File: src/creh_consts.svh
// Constants for the CAN receive error handling block
`ifndef CREH_CONSTS_SVH
`define CREH_CONSTS_SVH

// Register byte addresses
`define CREH_ADDR_STATUS 8'h00
`define CREH_ADDR_REC    8'h04
`define CREH_ADDR_BUFREL 8'h08

// Status register bit positions
`define CREH_ST_SUMMARY  0
`define CREH_ST_INVALID  1
`define CREH_ST_WARN     2
`define CREH_ST_PASSIVE  3
`define CREH_ST_RCV_LO   4
`define CREH_ST_OVR_LO   6

// Reset values
`define CREH_REC_RST     8'h00
`define CREH_FLAGS_RST   2'h0

// Error counter limits
`define CREH_REC_MAX     8'hFF
`define CREH_REC_WARN    8'h60
`define CREH_REC_PASSIVE 8'h7F
`define CREH_REC_RESTORE 8'h7F
`define CREH_REC_INC1    8'h01
`define CREH_REC_INC8    8'h08

// Dominant bit run limits after an error flag
`define CREH_DOM_ACTIVE  5'h0E
`define CREH_DOM_PASSIVE 5'h08
`define CREH_DOM_STEP    5'h08
`define CREH_ACT_FLAG    5'h06

// Bit stuffing and CRC
`define CREH_STUFF_RUN   3'h6
`define CREH_CRC_POLY    15'h4599
`define CREH_CRC_RST     15'h0000

`endif

File: src/creh_pkg.sv
// Types for the CAN receive error handling block
package creh_pkg;

  // Bit and frame events from the protocol engine, same clock
  typedef struct packed {
    logic bit_stb;
    logic bit_val;
    logic stuff_bit;
    logic sof;
    logic crc_cov;
    logic crc_fld;
    logic stf_zone;
    logic crc_chk;
    logic ack_ok;
    logic eof_ok;
    logic acc;
    logic tgt;
    logic other_err;
    logic flag_start;
    logic flag_passive;
    logic flag_end;
    logic flag_bit_err;
    logic tx_node;
  } creh_evt_type;

  // Actions handed back to the protocol engine
  typedef struct packed {
    logic err_frame;
    logic store;
    logic store_idx;
    logic tec_add8;
  } creh_act_type;

  typedef enum logic [1:0] {
    CREH_IDLE  = 2'b00,
    CREH_FLAG  = 2'b01,
    CREH_FIRST = 2'b11,
    CREH_RUN   = 2'b10
  } creh_st_type;

endpackage

File: src/creh_rx_err.sv
// CAN receive error detection, error counter and status flags
//
// Local design decisions: the APB interface to the registers and the register offsets.
`timescale 1ns/1ps
// Operation
// Reset clears all state, discards message
// CRC mismatch flags error, sends error frame
// Six equal bits is stuff error
// Any receive error sets invalid-message flag
// Receiver error adds one to counter
// Dominant first bit after flag adds eight
// Bit error in active flag adds eight
// Long dominant runs after flag add eight
// Good reception decrements or restores counter
// Received flag set after end of frame
// One summary flag set by error conditions
// Full buffer: overrun flag, message discarded
// Warning bit at 96, rise sets summary
// Warning cleared by hardware at 95
// Clearing summary leaves status bits alone
// Passive bit above 127, rise sets summary
// Passive cleared by hardware at 127
// CRC and stuff errors raise no interrupt
// Software may use invalid flag for baud
// Eight-bit counter saturates, never wraps
`include "creh_consts.svh"

module creh_rx_err
  import creh_pkg::*;
(
  input  wire logic         ref_clk,
  input  wire logic         arst_n,
  input  wire logic         psel,
  input  wire logic         penable,
  input  wire logic         pwrite,
  input  wire logic [7:0]   paddr,
  input  wire logic [31:0]  pwdata,
  output logic [31:0]       prdata,
  output logic              pready,
  output logic              pslverr,
  input  wire creh_evt_type evt,
  output creh_act_type      act,
  output logic              err_passive
);

  function automatic logic addr_is(
    input logic [7:0] a,
    input logic [7:0] o
  );
    return a == o;
  endfunction

  function automatic logic [14:0] crc_step(
    input logic [14:0] c,
    input logic        b
  );
    logic [14:0] s;
    s = {c[13:0], 1'b0};
    if (b ^ c[14]) begin
      s = s ^ `CREH_CRC_POLY;
    end
    return s;
  endfunction

  //////////////////////////////////////////////////////////////////////
  // Reset release

  logic [1:0] rst_sync_r;
  logic       rst_n;

  always_ff @(posedge ref_clk or negedge arst_n) begin
    if (!arst_n) begin
      rst_sync_r <= 2'b00;
    end else begin
      rst_sync_r <= {rst_sync_r[0], 1'b1};
    end
  end

  assign rst_n = rst_sync_r[1];

  //////////////////////////////////////////////////////////////////////
  // CRC check

  logic [14:0] crc_calc_r;
  logic [14:0] crc_rx_r;
  logic        data_bit;
  logic        crc_err;

  assign data_bit = evt.bit_stb & ~evt.stuff_bit;
  assign crc_err  = evt.crc_chk & (crc_calc_r != crc_rx_r);

  always_ff @(posedge ref_clk or negedge rst_n) begin
    if (!rst_n) begin
      crc_calc_r <= `CREH_CRC_RST;
      crc_rx_r   <= `CREH_CRC_RST;
    end else if (evt.sof) begin
      crc_calc_r <= crc_step(`CREH_CRC_RST, evt.bit_val);
      crc_rx_r   <= `CREH_CRC_RST;
    end else begin
      if (data_bit && evt.crc_cov) begin
        crc_calc_r <= crc_step(crc_calc_r, evt.bit_val);
      end
      if (data_bit && evt.crc_fld) begin
        crc_rx_r <= {crc_rx_r[13:0], evt.bit_val};
      end
    end
  end

  //////////////////////////////////////////////////////////////////////
  // Stuffing check

  // Counts raw bits, stuff bits included, so a missing stuff bit shows
  logic [2:0] same_r;
  logic       last_r;
  logic       same_bit;
  logic [2:0] same_nxt;
  logic       stf_err;

  assign same_bit = evt.bit_val == last_r;
  assign same_nxt = same_bit ? same_r + 3'h1 : 3'h1;
  // The SOF bit opens a new run, so it never ends an old one
  assign stf_err  = evt.bit_stb & evt.stf_zone & same_bit & ~evt.sof
                  & (same_nxt == `CREH_STUFF_RUN);

  always_ff @(posedge ref_clk or negedge rst_n) begin
    if (!rst_n) begin
      same_r <= 3'h0;
      last_r <= 1'b1;
    end else if (evt.bit_stb && evt.stf_zone) begin
      same_r <= evt.sof ? 3'h1 : same_nxt;
      last_r <= evt.bit_val;
    end
  end

  //////////////////////////////////////////////////////////////////////
  // Dominant bits after an error flag

  creh_st_type st_r;
  creh_st_type st_nxt;
  logic [4:0]  dom_r;
  logic [4:0]  dom_nxt;
  logic [4:0]  lim_r;
  logic [4:0]  lim_nxt;
  logic        pflag_r;
  logic        pflag_nxt;
  logic        first_dom;
  logic        run_hit;

  always_comb begin
    st_nxt    = st_r;
    dom_nxt   = dom_r;
    lim_nxt   = lim_r;
    pflag_nxt = pflag_r;
    first_dom = 1'b0;
    run_hit   = 1'b0;
    if (evt.flag_start) begin
      st_nxt    = CREH_FLAG;
      pflag_nxt = evt.flag_passive;
      lim_nxt   = evt.flag_passive ? `CREH_DOM_PASSIVE
                                   : `CREH_DOM_ACTIVE;
    end else begin
      unique case (st_r)
        CREH_IDLE: begin
          st_nxt = CREH_IDLE;
        end
        CREH_FLAG: begin
          if (evt.flag_end) begin
            st_nxt  = CREH_FIRST;
            // Active flag bits count toward the run
            dom_nxt = pflag_r ? 5'h00 : `CREH_ACT_FLAG;
          end
        end
        CREH_FIRST: begin
          if (evt.bit_stb) begin
            if (!evt.bit_val) begin
              first_dom = 1'b1;
              dom_nxt   = dom_r + 5'h01;
              st_nxt    = CREH_RUN;
            end else begin
              st_nxt = CREH_IDLE;
            end
          end
        end
        CREH_RUN: begin
          if (evt.bit_stb) begin
            if (evt.bit_val) begin
              st_nxt = CREH_IDLE;
            end else if (dom_r + 5'h01 == lim_r) begin
              run_hit = 1'b1;
              dom_nxt = 5'h00;
              lim_nxt = `CREH_DOM_STEP;
            end else begin
              dom_nxt = dom_r + 5'h01;
            end
          end
        end
      endcase
    end
  end

  always_ff @(posedge ref_clk or negedge rst_n) begin
    if (!rst_n) begin
      st_r    <= CREH_IDLE;
      dom_r   <= 5'h00;
      lim_r   <= `CREH_DOM_ACTIVE;
      pflag_r <= 1'b0;
    end else begin
      st_r    <= st_nxt;
      dom_r   <= dom_nxt;
      lim_r   <= lim_nxt;
      pflag_r <= pflag_nxt;
    end
  end

  //////////////////////////////////////////////////////////////////////
  // Receive error counter

  logic [7:0] rec_r;
  logic [7:0] rec_nxt;
  logic [7:0] rec_add;
  logic [8:0] rec_sum;
  logic       err_now;
  logic       add8;
  logic       frm_err_r;
  logic       good_rx;

  assign err_now = crc_err | stf_err | evt.other_err;
  assign add8    = evt.flag_bit_err | first_dom
                 | (run_hit & ~evt.tx_node);
  assign rec_add = add8 ? `CREH_REC_INC8 : `CREH_REC_INC1;
  assign rec_sum = {1'b0, rec_r} + {1'b0, rec_add};
  assign good_rx = evt.ack_ok & ~frm_err_r & ~err_now;

  always_comb begin
    rec_nxt = rec_r;
    if (add8 || err_now) begin
      rec_nxt = rec_sum[8] ? `CREH_REC_MAX : rec_sum[7:0];
    end else if (good_rx) begin
      if (rec_r > `CREH_REC_PASSIVE) begin
        rec_nxt = `CREH_REC_RESTORE;
      end else if (rec_r != 8'h00) begin
        rec_nxt = rec_r - 8'h01;
      end
    end
  end

  always_ff @(posedge ref_clk or negedge rst_n) begin
    if (!rst_n) begin
      rec_r     <= `CREH_REC_RST;
      frm_err_r <= 1'b0;
    end else begin
      rec_r     <= rec_nxt;
      frm_err_r <= ~evt.sof & (frm_err_r | err_now
                 | evt.flag_start);
    end
  end

  //////////////////////////////////////////////////////////////////////
  // Status flags

  logic       warn_r;
  logic       pas_r;
  logic       warn_nxt;
  logic       pas_nxt;
  logic       sum_r;
  logic       inv_r;
  logic [1:0] rcv_r;
  logic [1:0] ovr_r;
  logic [1:0] full_r;
  logic [1:0] tgt_dec;
  logic       msg_in;
  logic       ovr_hit;
  logic [1:0] ovr_set;
  logic [1:0] rcv_set;
  logic       sum_set;
  logic       inv_set;

  assign warn_nxt = rec_nxt >= `CREH_REC_WARN;
  assign pas_nxt  = rec_nxt > `CREH_REC_PASSIVE;
  assign tgt_dec  = evt.tgt ? 2'b10 : 2'b01;
  assign msg_in   = evt.eof_ok & evt.acc;
  assign ovr_hit  = msg_in & |(full_r & tgt_dec);
  assign ovr_set  = ovr_hit ? tgt_dec : 2'b00;
  assign rcv_set  = (msg_in & ~ovr_hit) ? tgt_dec : 2'b00;
  // Counter errors reach the summary only through thresholds
  assign sum_set  = (warn_nxt & ~warn_r) | (pas_nxt & ~pas_r)
                  | ovr_hit;
  assign inv_set  = err_now | evt.flag_bit_err;

  //////////////////////////////////////////////////////////////////////
  // APB slave

  logic        pready_r;
  logic        pslverr_r;
  logic [31:0] prdata_r;
  logic        apb_acc;
  logic        wr_stb;
  logic        hit_st;
  logic        hit_rec;
  logic        hit_rel;
  logic        hit_any;
  logic [31:0] rd_mux;
  logic [31:0] st_word;
  logic [31:0] clr_st;
  logic [1:0]  rel;

  assign apb_acc = psel & penable & ~pready_r;
  assign wr_stb  = psel & penable & pready_r & pwrite;
  assign hit_st  = addr_is(paddr, `CREH_ADDR_STATUS);
  assign hit_rec = addr_is(paddr, `CREH_ADDR_REC);
  assign hit_rel = addr_is(paddr, `CREH_ADDR_BUFREL);
  assign hit_any = hit_st | hit_rec | hit_rel;
  assign st_word = {24'h000000, ovr_r, rcv_r, pas_r, warn_r,
                    inv_r, sum_r};
  assign rd_mux  = hit_st  ? st_word
                 : hit_rec ? {24'h000000, rec_r}
                 : hit_rel ? {30'h00000000, full_r}
                 : 32'h00000000;
  // Warning and passive bits have no clear path
  assign clr_st  = (wr_stb & hit_st) ? pwdata
                 : 32'h00000000;
  assign rel     = (wr_stb & hit_rel) ? pwdata[1:0] : 2'b00;

  always_ff @(posedge ref_clk or negedge rst_n) begin
    if (!rst_n) begin
      pready_r  <= 1'b0;
      pslverr_r <= 1'b0;
      prdata_r  <= 32'h00000000;
    end else begin
      pready_r  <= apb_acc;
      pslverr_r <= apb_acc & ~hit_any;
      prdata_r  <= (apb_acc & ~pwrite) ? rd_mux : 32'h00000000;
    end
  end

  //////////////////////////////////////////////////////////////////////
  // Flag registers: a set in the clear cycle wins

  always_ff @(posedge ref_clk or negedge rst_n) begin
    if (!rst_n) begin
      warn_r <= 1'b0;
      pas_r  <= 1'b0;
      sum_r  <= 1'b0;
      inv_r  <= 1'b0;
      rcv_r  <= `CREH_FLAGS_RST;
      ovr_r  <= `CREH_FLAGS_RST;
      full_r <= `CREH_FLAGS_RST;
    end else begin
      warn_r <= warn_nxt;
      pas_r  <= pas_nxt;
      sum_r  <= (sum_r & ~clr_st[`CREH_ST_SUMMARY])
              | sum_set;
      inv_r  <= (inv_r & ~clr_st[`CREH_ST_INVALID])
              | inv_set;
      rcv_r  <= (rcv_r & ~clr_st[`CREH_ST_RCV_LO +: 2])
              | rcv_set;
      ovr_r  <= (ovr_r & ~clr_st[`CREH_ST_OVR_LO +: 2])
              | ovr_set;
      full_r <= (full_r & ~rel) | rcv_set;
    end
  end

  //////////////////////////////////////////////////////////////////////
  // Actions toward the protocol engine

  creh_act_type act_r;

  always_ff @(posedge ref_clk or negedge rst_n) begin
    if (!rst_n) begin
      act_r <= '0;
    end else begin
      act_r.err_frame <= crc_err | stf_err;
      act_r.store     <= msg_in & ~ovr_hit;
      act_r.store_idx <= evt.tgt;
      act_r.tec_add8  <= run_hit & evt.tx_node;
    end
  end

  assign act         = act_r;
  assign prdata      = prdata_r;
  assign pready      = pready_r;
  assign pslverr     = pslverr_r;
  assign err_passive = pas_r;

endmodule

File: config.mk
export PLATFORM = sky130hd
export DESIGN_NAME = creh_rx_err
export DESIGN_NICKNAME = d
export VERILOG_FILES = /design/src/creh_pkg.sv /design/src/creh_rx_err.sv
export VERILOG_INCLUDE_DIRS = /design/src
export SDC_FILE = /design/constraint.sdc
export NUM_CORES = 1
export LEC_CHECK = 0
export ABC_AREA = 1
export ABC_CLOCK_PERIOD_IN_PS = 2500
export BUFFER_PORTS_ARGS = -buffer_cell sky130_fd_sc_hd__buf_2
export CORE_MARGIN = 2
export CORE_UTILIZATION = 49
export DETAILED_ROUTE_END_ITERATION = 7
export PLACE_DENSITY = 0.72
export SETUP_SLACK_MARGIN = 0.5
export SLEW_MARGIN = 25
export SYNTH_ARGS = -nofsm -noshare
export SYNTH_HDL_FRONTEND = slang
export SYNTH_SLANG_ARGS = --single-unit
export TNS_END_PERCENT = 50
File: constraint.sdc
create_clock -name ref_clk -period 2.5 [get_ports ref_clk]
set_input_delay 0.375 -clock ref_clk [delete_from_list [all_inputs] [get_ports ref_clk]]
set_output_delay 0.375 -clock ref_clk [all_outputs]
set_load 0.1 [all_outputs]
==> Yosys cells after proc, flatten, opt, wreduce, memory -nomap -nowiden <==
Cells that the tools add are included.
{ "classes": {"addsub": 4, "n_lt_le_gt_ge": 3, "eq_ne": 19, "muxes": 53, "bitwise_logic": 65, "n_reduce_logical": 17} }
{ "op_table": {"columns": ["operator", "n"], "rows": [
  ["15-bit 2-to-1 mux", 6],
  ["8-bit 2-to-1 mux", 9],
  ["5-bit 2-to-1 mux", 11],
  ["1-bit bitwise AND", 26],
  ["2-bit 2-to-1 mux", 11],
  ["8-bit by 7-bit > comparator with 1-bit output, second input constant", 2],
  ["15-bit != test", 1],
  ["5-bit one-hot mux with 3 select lines", 1],
  ["1-bit inverter", 14],
  ["1-bit OR", 13],
  ["3-bit 2-to-1 mux", 4],
  ["2-bit != test, second input constant", 6],
  ["3-bit != test, second input constant", 4],
  ["2-bit nonzero test", 5],
  ["8-bit by 4-bit adder with 9-bit output", 1],
  ["1-bit 2-to-1 mux", 9],
  ["2-bit bitwise AND", 4],
  ["8-bit by 3-bit equality test with 1-bit output, second input constant", 1],
  ["8-bit by 4-bit equality test with 1-bit output, second input constant", 1],
  ["8-bit by 7-bit >= comparator with 1-bit output, second input constant", 1],
  ["8-bit logical NOT", 1],
  ["2-bit one-hot mux with 4 select lines", 1],
  ["4-bit AND reduction", 2],
  ["8-bit nonzero test", 1],
  ["19 further kinds", 26]
]} }
{ "totals": {"reg_bits": 82, "in_bits": 63, "out_inout_bits": 39, "word_cells": 186} }

==> Depth between registers and ports, before layout <==
Gate-level depths: netlist (run 1).
{ "depth": {"depth_word": 18, "ltp_mapped": 28, "depth_no_buf": 28} }

==> Worst setup path after synthesis (run 1) <==
No wires, ideal clock.
{ "synth_timing": {"path_kind": "reg-to-reg", "startpoint": "reg dom_r[0]", "endpoint": "reg sum_r", "setup_ps": 119, "t_arrival_ps": 2675, "required_ps": 2381, "setup_slack_ps": -294, "stages_incl_launch_ff": 29, "n_path_buf": 0, "period_less_slack_ps": 2794, "cell_sequence": "dfrtp_1 > ha_1 > or2_1 > nand2_1 > nand2_1 > o21ai_0 > nand2_1 > nor2_2 > nand3_2 > nand2_4 > inv_1 > ha_1 > ha_1 > inv_1 > o21ai_2 > inv_2 > nor2_1 > nand2_1 > inv_2 > nand3_2 > inv_1 > nor2_1 > nor2_2 > inv_2 > nand2_2 > inv_2 > nand2_2 > nand2_1 > nand2_1"} }
{ "synth_between": {"elab_chain_cells": 18, "elab_cells_between_ends": 21, "classes_between": "2 x add/sub; 2 x order compare; 1 x eq/ne; 8 x mux; 7 x bitwise; 1 x reduce/logical"} }
{ "synth_lines": {"columns": ["element", "line", "rtl"], "rows": [
  ["start, declared", "creh_rx_err.sv:140", "logic [4:0] dom_r;"],
  ["start signal, assigned", "creh_rx_err.sv:209", "dom_r <= dom_nxt;"],
  ["5-bit by 1-bit adder with 5-bit output (*)", "creh_rx_err.sv:188", "end else if (dom_r + 5'h01 == lim_r) begin"],
  ["5-bit equality test (*)", "creh_rx_err.sv:188", null],
  ["1-bit 2-to-1 mux (*)", "creh_rx_err.sv:188", null],
  ["1-bit 2-to-1 mux (*)", "creh_rx_err.sv:186", "if (evt.bit_val) begin"],
  ["1-bit 2-to-1 mux (*)", "creh_rx_err.sv:185", "if (evt.bit_stb) begin"],
  ["1-bit 2-to-1 mux (*)", "creh_rx_err.sv:162", "unique case (st_r)"],
  ["1-bit 2-to-1 mux (*)", "creh_rx_err.sv:156", "if (evt.flag_start) begin"],
  ["1-bit bitwise AND (*)", "creh_rx_err.sv:229", "| (run_hit & ~evt.tx_node);"],
  ["[... 4 more ...]", null, null],
  ["8-bit 2-to-1 mux (*)", "creh_rx_err.sv:236", "if (add8 || err_now) begin"],
  ["net rec_nxt[7]", "creh_rx_err.sv:219", "logic [7:0] rec_nxt;"],
  ["8-bit by 7-bit >= comparator with 1-bit output (no line) (*)", null, null],
  ["net warn_nxt", "creh_rx_err.sv:263", "logic warn_nxt;"],
  ["1-bit bitwise AND (*)", "creh_rx_err.sv:286", "assign sum_set = (warn_nxt & ~warn_r) | (pas_nxt & ~pas_r)"],
  ["1-bit OR (*)", "creh_rx_err.sv:286", null],
  ["1-bit OR (*)", "creh_rx_err.sv:287", "| ovr_hit;"],
  ["1-bit OR (*)", "creh_rx_err.sv:351", "sum_r <= (sum_r & ~clr_st[`CREH_ST_SUMMARY])"],
  ["end signal, assigned", "creh_rx_err.sv:351", null],
  ["end, declared", "creh_rx_err.sv:265", "logic sum_r;"]
]} }
Mark *: on every way through the listed nets, which the timed path passes. The rest lies on a longest branch.
A chain may end at the register's enable or synchronous reset.

==> Final worst setup path (run 1) <==
{ "layout_timing": {"startpoint": "reg dom_r[1]", "endpoint": "reg sum_r"} }
Same word-level chain as after synthesis.

==> results.tsv, run 1 <==
stage	metric	value	unit
timing	final hold vios	0	
timing	fmax	0.3525	GHz
synth	number of synthesized flops with an enable pin	0	
critical_path	crit path DAT	3.09	ns
drt	metal2 WL	4763	µm
drt	post-route ant nets	0	
cts	H-tree depth	3	
critical_path	CP max stage cell	dfrtp_1	
power_and_ir_drop	Power, Total	4191	µW
timing	Clock Skew	0.01683	ns
cells_and_area	fraction of layout cells with a size suffix above 1	24.89	%
timing	Tmin final	2.837	ns
critical_path	critical path class	reg -> reg	
drt	DR WL/cell	13.02	µm
cts	clock transition at the registers of the reported paths	0.08	ns
grt	vias in the first global route	3687	
floorplanning	Die Y	99.68	µm
power_and_ir_drop	P per Cell Area	797.4	nW/µm²
timing	final setup fails	11	
timing	Max-Slew Margin vs Limit	61.48	%
synth	Mapped Area	4486	µm²
drt	first-pass iteration count of the detailed router	5	
synth	post-synth cell types	45	
place	HPWL after DPL	7090	µm
timing	fin crit share	113.5	%
cts	CTS sink cnt	78	
power_and_ir_drop	Max VDD drop	0.4989	mV
drt	Iteration-0 DRC Markers	252	
drt	# DRC	0	
critical_path	CP startpoint kind	register	
cells_and_area	commonest cells after routing, fill and taps aside	nand2_1, dfrtp_1, inv_1, o21ai_0, buf_2	
synth	Avg Inst Size Synth	7.815	µm²
cts	maximum root-to-sink buffer count	2	
critical_path	Required @ worst endpoint	2.75	ns
critical_path	Worst path max stage delay	0.39	ns
drt	metal3 WL	546	µm
cts	clock buffer count from CTS	9	
place	PortBufs	51	
critical_path	critical path's top delay family	simple AND/OR/NAND/NOR gates	
critical_path	Buf+Inv Stages, Crit Path	7	
grt	initial antenna violation count	0	
timing	Final Hold Slack	0.1964	ns
cells_and_area	Layout area overhead	17.18	%
critical_path	Setup crit start	dom_r[1]	
floorplanning	Die W	99.68	µm
cells_and_area	Final Instance Count excl. Fillers	763	
power_and_ir_drop	Leakage	0.002581	µW
cts	clk_lat worst skew	0.36	ns
cells_and_area	leading cell type in the layout, fill and taps excluded	nand2_1	
cts	Root Buffer	clkbuf_8	
floorplanning	row count	34	
run_status	status	finished, violations left	
cells_and_area	Antenna Cells	0	
timing	worst slew pin tran	0.5778	ns
cts	CTS tree	done	
floorplanning	Core ar.	8806	µm²
drt	top sig layer	met4	
synth	Synth Register Bits	78	
synth	Post-Syn Instances	574	
run	# Max-Cap Violations	0	
critical_path	Setup crit end kind	register	
drt	met1 wire length	4489	µm
critical_path	Crit Path Max Fanout	4	
drt	Vias	3925	
cells_and_area	final core utilization	59.69	%
grt	largest net degree at the start of global routing	77	
floorplanning	Die Area	9935	µm²
worst_hold_path	Hold Crit Start	evt[6]	
timing	RSZ-0062 raised after global routing	true	
grt	total track usage	20.68	%
synth	register area share after synthesis	43.57	%
run_status	failing checks	setup timing	
critical_path	Critical Path Most Common Cell	inv_2	
timing	Max Slew Vio Count	0	
floorplanning	Initial Util	50.94	%
grt	global route overflow	0	
drt	post-DR vias/cell	5.144	
critical_path	Reg-to-Reg Start	dom_r[1]	
synth	predominant post-synthesis flop cell	dfrtp_1	
drt	final wirelength	9935	µm
timing	Setup WS post-layout	-0.3365	ns
grt	first-pass GRT wire length	16580	µm
worst_hold_path	Hold Crit Class	in -> reg	
floorplanning	I/O pin cnt	102	
synth	Yosys warnings	0	
synth	Async SR Flop Fraction	100.0	%
place	Cells after DPL	737	
place	routability congestion estimate	0.8873	
cells_and_area	Final #Nets	720	
Yosys cell counts (3+ instances only):
master / n / share of area [%]
clkbuf_1: 8 / 0.67
nand4_1: 8 / 1.1
o311ai_0: 4 / 0.78
xnor2_1: 4 / 0.78
o21ai_0: 62 / 6.9
o211ai_1: 3 / 0.50
inv_2: 13 / 1.1
nand3_1: 40 / 4.5
nor2_2: 5 / 0.70
ha_1: 7 / 2.0
nor3_1: 6 / 0.67
dfrtp_1: 76 / 42
inv_1: 69 / 5.8
nand2_2: 12 / 1.7
xor2_1: 6 / 1.2
a31oi_1: 3 / 0.42
buf_4: 25 / 4.2
a21oi_1: 19 / 2.1
nor2_1: 42 / 3.5
nand3_2: 3 / 0.67
nand2_1: 125 / 10
final cells by class:
class / count / area [µm²]
clock buffer: 10 / 127.6
clock inverter: 6 / 63.81
fill: 762 / 3550
inverter: 83 / 319.1
multi-input combinational: 398 / 2150
sequential: 78 / 1958
tap: 108 / 135.1
timing repair buffer: 80 / 503.0
registers in the layout, indices dropped and copies added (netlist names), 2 cells and up:
register / flops
dom_r: 5
act: 4
prdata: 8
rcv_r: 2
full_r: 2
st_r: 2
rst_sync_r: 2
crc_rx_r: 15
ovr_r: 2
same_r: 3
rec_r: 8
crc_calc_r: 15
worst paths after layout:
| kind | end | slack [ns] | depth (start not counted) |
|---|---|---|---|
| setup / recovery | sum_r | -0.34 | 28 |
| min in group asynchronous | rst_sync_r[1] | 0.33 | 2 |
| hold / removal | act[1] | 0.20 | 1 |
| setup reg to reg | sum_r | -0.34 | 28 |
| max in group asynchronous | last_r | 1.52 | 1 |
| hold reg to reg | crc_calc_r[6] | 0.33 | 0 |
power breakdown:
part,internal (µW),switching [µW],leakage (µW)
registers,1440,229,0.000976
logic,573,1010,0.00151
clock network,459,473,0.0000923
total,2470,1720,0.00258
repair_timing:
action                     4_1_cts  5_1_grt
pin swaps                        6        6
setup buffers                    6        2
gates resized for setup          7       18
hold buffers                     1        0
setup endpoints to repair       11       15
hold endpoints to repair         2        0
routing by layer:
metal	global-route usage [%]	vias to the layer above
met5	0	-
met4	7.060	0
li1	-	1957
met3	4.919	12
met1	28.19	1858
met2	32.54	98
logic make-up (layout without fill, tap and decap cells):
group	Yosys count	after routing	synth area share (%)
adders and majority gates	7	7	1.952
AOI/OAI and AO/OA	102	102	12.86
other	2	25	0.1674
buffers and inverters	121	179	12.75
DFF	78	78	43.57
and+or+nand+nor	253	253	26.14
xor gates and xnor gates	11	11	2.566
through the flow:
step	setup WS (ns)	instance area (µm²)	TNS (ns)
detailed placement	-0.2993	4883	-1.699
global placement	-0.2404	4883	-1.088
CTS	-0.2154	5157	-0.9014
global route	-0.5588	5256	-4.202
finish	-0.3365	5256	-2.174
floorplan	-0.1634	4603	-0.2362
Power figures use the tool's default switching activity.
==> run 2, diff against run 1 <==
--- a/config.mk
+++ b/config.mk
@@ -7,12 +7,14 @@
 export NUM_CORES = 1
 export LEC_CHECK = 0
 export ABC_AREA = 1
-export ABC_CLOCK_PERIOD_IN_PS = 2500
-export BUFFER_PORTS_ARGS = -buffer_cell sky130_fd_sc_hd__buf_2
+export ABC_CLOCK_PERIOD_IN_PS = 2800
+export CELL_PAD_IN_SITES_DETAIL_PLACEMENT = 1
+export CELL_PAD_IN_SITES_GLOBAL_PLACEMENT = 1
 export CORE_MARGIN = 2
-export CORE_UTILIZATION = 49
+export CORE_UTILIZATION = 46
 export DETAILED_ROUTE_END_ITERATION = 7
-export PLACE_DENSITY = 0.72
+export DONT_BUFFER_PORTS = 1
+export PLACE_DENSITY = 0.75
 export SETUP_SLACK_MARGIN = 0.5
 export SLEW_MARGIN = 25
 export SYNTH_ARGS = -nofsm -noshare
==> constraint.sdc (replaced) <==
create_clock -name ref_clk -period 2.8 [get_ports ref_clk]
set_input_delay 0.42 -clock ref_clk [delete_from_list [all_inputs] [get_ports ref_clk]]
set_output_delay 0.42 -clock ref_clk [all_outputs]
set_load 0.1 [all_outputs]
==> run 2 against run 1 <==
The flow still finishes with violations (setup timing). Register-to-register slack better by 0.24 ns. Sequential power fell by 4%. Utilization decreased by 8.2 points. Clock skew shrank 0.0060 ns. Final cell count shrank 4.5%. Global-route usage rose by 1.2 points. Cell area down 5.6%. Flip-flop and latch count did not move. Clock power down 16%. Largest cell class unchanged. Largest power group unchanged. Highest routed layer unchanged.
==> results.tsv, run 2 (synthesis results as in run 1) <==
stage	metric	value	unit
critical_path	R2R Path End	err_passive	
power_and_ir_drop	P per Cell Area	743.3	nW/µm²
worst_hold_path	Hold Crit Class	in -> reg	
critical_path	Reg2Reg Depth	26	
place	DP Area	4592	µm²
grt	initial antenna violation count	0	
timing	setup_tns	-0.1796	ns
floorplanning	Die Area	10560	µm²
cells_and_area	commonest cells after routing, fill and taps aside	nand2_1, dfrtp_1, inv_1, o21ai_0, nand3_1	
timing	final hold vios	0	
timing	Tmin final	2.895	ns
drt	final wirelength	10980	µm
critical_path	R2R setup slack	-0.09	ns
critical_path	CP max stage cell	dfrtp_1	
worst_hold_path	Hold Path End	act[1]	
floorplanning	row count	36	
timing	Max-Slew Margin vs Limit	37.95	%
drt	Iteration-0 DRC Markers	87	
grt	global route overflow	0	
timing	final setup fails	3	
grt	largest net degree at the start of global routing	77	
run_status	status	finished, violations left	
floorplanning	Core ar.	9639	µm²
critical_path	Crit Path Max Fanout	4	
cells_and_area	fraction of layout cells with a size suffix above 1	17.45	%
cts	CTS tree	done	
timing	RSZ-0062 raised after global routing	true	
drt	DR WL/cell	15.07	µm
drt	Vias	3701	
cells_and_area	final core utilization	51.45	%
cts	H-tree depth	3	
timing	fmax	0.3455	GHz
cells_and_area	fill count	1232	
critical_path	CP startpoint kind	register	
critical_path	critical path's top delay family	simple AND/OR/NAND/NOR gates	
worst_hold_path	Worst Hold Depth	0	
floorplanning	I/O pin cnt	102	
cts	clock transition at the registers of the reported paths	0.08	ns
critical_path	Worst path max stage delay	0.39	ns
place	Cells after DPL	702	
drt	first-pass iteration count of the detailed router	4	
critical_path	Buf+Inv Stages, Crit Path	9	
cells_and_area	Final Instance Count excl. Fillers	729	
cells_and_area	top flop regs	crc_calc_r: 15 flops, crc_rx_r: 15 flops	
critical_path	Setup crit end kind	register	
cells_and_area	FF/Latch Area	1958	µm²
timing	worst slew pin tran	0.9307	ns
cts	Root Buffer	clkbuf_8	
place	routability congestion estimate	0.8373	
cells_and_area	footprint of the multi-input gates	2153	µm²
drt	# DRC	0	
place	PortBufs	0	
timing	Final Hold Slack	0.08535	ns
grt	vias in the first global route	3778	
floorplanning	Die Y	102.8	µm
power_and_ir_drop	Max VDD drop	0.5485	mV
critical_path	Required @ worst endpoint	3.10	ns
cts	clock buffer count from CTS	9	
timing	fin crit share	103.4	%
drt	post-DR vias/cell	5.077	
timing	Setup WS post-layout	-0.09451	ns
timing	Max Slew Vio Count	0	
floorplanning	Initial Util	46.53	%
critical_path	Critical Path Most Common Cell	inv_2	
critical_path	CP Depth	26	
critical_path	crit path DAT	3.19	ns
cts	clk_lat worst skew	0.35	ns
cells_and_area	Final #Nets	661	
worst_hold_path	Hold Crit Start	evt[6]	
grt	total track usage	21.91	%
cells_and_area	leading cell type in the layout, fill and taps excluded	nand2_1	
floorplanning	Die W	102.8	µm
run_status	failing checks	setup timing	
cts	CTS sink cnt	78	
place	HPWL after DPL	7979	µm
timing	Clock Skew	0.01080	ns
critical_path	Reg-to-Reg Start	dom_r[0]	
power_and_ir_drop	Leakage	0.002300	µW
run	# Max-Cap Violations	0	
cts	maximum root-to-sink buffer count	2	
cells_and_area	final instance area	4960	µm²
cells_and_area	Layout area overhead	10.57	%
cells_and_area	Antenna Cells	0	
drt	post-route ant nets	0	
critical_path	critical path class	reg -> reg	
grt	first-pass GRT wire length	17860	µm
==> run 2: cell count changes in the layout (fill, tap and decap cells not counted), sizes merged <==
cell,change
buf,-59
clkbuf,+3
clkinv,-2
bufinv,-1
==> run 2: per-stage QoR <==
step	total power (µW)	worst slack [ns]
finish	3686	-0.09451
global route	3974	-0.2908
CTS	3649	-0.05303
detailed placement	2743	-0.1567
global placement	2689	-0.05215
floorplan	2500	0.1366
==> run 2: final cells by class <==
cell class,count,area share (%)
clock inverter,3,0.4036
inverter,83,6.433
multi-input combinational,398,43.42
sequential,78,39.48
timing repair buffer,21,3.708
clock buffer,13,3.204
tap,133,3.355
==> run 2: how the worst max path moves through the flow <==
stage | endpoint | slack (ns) | from
2_1_floorplan | sum_r | 0.14 | dom_r[0]
3_3_place_gp | sum_r | -0.05 | dom_r[0]
3_5_place_dp | sum_r | -0.16 | dom_r[1]
4_1_cts | sum_r | -0.05 | dom_r[1]
5_1_grt | sum_r | -0.29 | dom_r[0]
6_report | err_passive | -0.09 | dom_r[0]
==> run 2: metal layers <==
| metal | vias up | GRT usage, % | part of all wire [%] |
|---|---|---|---|
| li1 | 1832 | - | - |
| met1 | 1805 | 29.41 | 45 |
| met3 | 12 | 5.153 | 3.7 |
| met2 | 52 | 35.80 | 50 |
| met4 | 0 | 5.870 | 1.1 |
| met5 | - | 0 | 0 |
==> run 2: repair_timing <==
| item | CTS | global route |
|---|---|---|
| resized for setup | 13 | 10 |
| hold buffers | 1 | 0 |
| buffers inserted | 4 | 5 |
| endpoints found under the setup margin | 11 | 11 |
| hold endpoints to repair | 2 | 0 |
| pin swaps | 5 | 8 |
==> run 2: where the power goes <==
group | switching (µW) | internal (µW)
clock | 414 | 370
combinational | 799 | 502
sequential | 316 | 1290
total | 1530 | 2160
==> run 3, diff against run 2 <==
--- a/config.mk
+++ b/config.mk
@@ -11,10 +11,11 @@
 export CELL_PAD_IN_SITES_DETAIL_PLACEMENT = 1
 export CELL_PAD_IN_SITES_GLOBAL_PLACEMENT = 1
 export CORE_MARGIN = 2
-export CORE_UTILIZATION = 46
+export CORE_UTILIZATION = 48
+export CTS_BUF_LIST = sky130_fd_sc_hd__clkbuf_4
 export DETAILED_ROUTE_END_ITERATION = 7
 export DONT_BUFFER_PORTS = 1
-export PLACE_DENSITY = 0.75
+export PLACE_DENSITY = 0.78
 export SETUP_SLACK_MARGIN = 0.5
 export SLEW_MARGIN = 25
 export SYNTH_ARGS = -nofsm -noshare
==> run 3 against run 2 <==
The flow still finishes with violations (setup timing). Final cell count fell by 1.8%. Clock skew rose by 0.016 ns. Sequential share of layout area barely moved.
==> results.tsv, run 3 (synthesis results as in run 1) <==
stage	metric	value	unit
cells_and_area	commonest cells after routing, fill and taps aside	nand2_1, dfrtp_1, inv_1, o21ai_0	
grt	vias in the first global route	3922	
drt	# DRC	0	
run	# Max-Cap Violations	0	
timing	fmax	0.3423	GHz
cells_and_area	top flop regs	crc_calc_r: 15 flops, crc_rx_r: 15 flops	
cts	CTS tree	done	
cts	H-tree depth	3	
timing	Max-Slew Margin vs Limit	38.42	%
cells_and_area	footprint of the multi-input gates	2168	µm²
drt	metal2 WL	6244	µm
timing	Tmin final	2.921	ns
grt	largest net degree at the start of global routing	77	
floorplanning	Die Y	100.7	µm
drt	DR WL/cell	16.82	µm
critical_path	Worst path max stage delay	0.43	ns
place	routability congestion estimate	0.8430	
timing	Max Slew Vio Count	0	
cells_and_area	fraction of layout cells with a size suffix above 1	18.05	%
grt	first-pass GRT wire length	19310	µm
drt	metal3 WL	309	µm
place	PortBufs	0	
run_status	failing checks	setup timing	
floorplanning	Die W	100.7	µm
timing	worst slew pin tran	0.9236	ns
timing	Setup WS post-layout	-0.1213	ns
floorplanning	I/O pin cnt	102	
cts	clock buffer count from CTS	9	
cts	maximum root-to-sink buffer count	2	
floorplanning	Initial Util	49.01	%
cts	clock transition at the registers of the reported paths	0.16	ns
cts	clk_lat worst skew	0.45	ns
grt	initial antenna violation count	1	
place	HPWL after DPL	8312	µm
floorplanning	Die Area	10130	µm²
timing	Clock Skew	0.02725	ns
drt	met1 wire length	5279	µm
cells_and_area	FF/Latch Area	1958	µm²
worst_hold_path	Hold Crit Class	in -> reg	
drt	first-pass iteration count of the detailed router	5	
cells_and_area	Final Instance Count excl. Fillers	716	
timing	final hold vios	0	
cts	Root Buffer	clkbuf_4	
power_and_ir_drop	Leakage	0.002335	µW
drt	top sig layer	met4	
drt	Vias	3835	
run_status	status	finished, violations left	
cells_and_area	leading cell type in the layout, fill and taps excluded	nand2_1	
floorplanning	row count	35	
power_and_ir_drop	P per Cell Area	727.3	nW/µm²
critical_path	Crit Path Max Fanout	4	
drt	final wirelength	12040	µm
critical_path	CP max stage cell	dfrtp_1	
place	setup slack after placement	-0.1311	ns
cells_and_area	Final #Nets	669	
floorplanning	Core ar.	9153	µm²
drt	Iteration-0 DRC Markers	123	
cells_and_area	fill count	1140	
critical_path	CP startpoint kind	register	
drt	post-route ant nets	0	
timing	final setup fails	4	
timing	fin crit share	104.3	%
grt	total track usage	24.50	%
critical_path	critical path class	reg -> reg	
cells_and_area	Layout area overhead	10.66	%
power_and_ir_drop	Power, Total	3610	µW
timing	RSZ-0062 raised after global routing	true	
power_and_ir_drop	Max VDD drop	0.7132	mV
critical_path	Setup crit end kind	register	
cells_and_area	final core utilization	54.23	%
critical_path	Critical Path Most Common Cell	nand2_1	
critical_path	crit path DAT	3.31	ns
critical_path	Required @ worst endpoint	3.19	ns
grt	global route overflow	0	
drt	post-DR vias/cell	5.356	
place	Cells after DPL	681	
cts	CTS sink cnt	78	
[run 3: cell count changes in the layout (fill, tap and decap cells not counted), sizes merged]
cell / change
dlygate4sd3: +2
clkbuf: -4
clkinvlp: -1
clkinv: +1
inv: +4
diode: +1
buf: +6
[run 3: cell type report]
cell class | count | area share, %
inverters | 83 | 6.529
clock buffers | 9 | 1.361
well taps | 111 | 2.798
multi-input cells | 398 | 43.69
clock inverters | 7 | 1.109
repair buffers | 29 | 5.016
flip-flops and latches | 78 | 39.45
diodes | 1 | 0.05042
[run 3: repair_timing]
action                                  in CTS  in global routing
endpoints found under the setup margin      11                 11
hold buffers                                 3                  0
pin swaps                                    6                 11
buffers inserted                             9                  5
hold endpoints to repair                     4                  0
resized for setup                           12                 19
[run 3: report_power, final]
group          total (µW)  internal, µW  switching (µW)
clock network         659           195             464
logic                1340           507             833
registers            1610          1280             326
[run 3: critical path, delay by kind of cell, from the launching register on]
family	cells	cell delay, ns
AND/OR/NAND/NOR	17	1.47
buffers and inverters	5	0.35
AO/OA/AOI/OAI	2	0.26
adder cells (fa/ha/maj)	2	0.35
flip-flops	1	0.43
[run 3: worst paths after layout]
kind	from	end	slack (ns)	cells past startpoint
min in group asynchronous	arst_n	rst_sync_r[1]	0.21	1
worst min register to register	rst_sync_r[1]	crc_rx_r[3]	0.33	0
worst min-delay path	evt[4]	pflag_r	0.05	1
worst max-delay path	dom_r[1]	sum_r	-0.12	26
max in group asynchronous	rst_sync_r[1]	last_r	1.79	1
worst max register to register	dom_r[1]	sum_r	-0.12	26
[run 3: through the flow]
step           setup TNS (ns)  area (µm²)  hold slack [ns]
6_report              -0.3047        4964          0.05464
3_3_place_gp         -0.05976        4572           0.1245
2_1_floorplan               0        4603           0.1244
3_5_place_dp          -0.1582        4572           0.1244
5_1_grt                -2.080        4964          0.04396
4_1_cts              -0.04376        4835          0.03882
[run 3: metal layers]
layer  up-vias  global-route usage, %
met5         -                      0
met4         0                  8.430
met3        16                  3.051
met2        62                  41.90
met1      1909                  32.07
li1       1848                      -
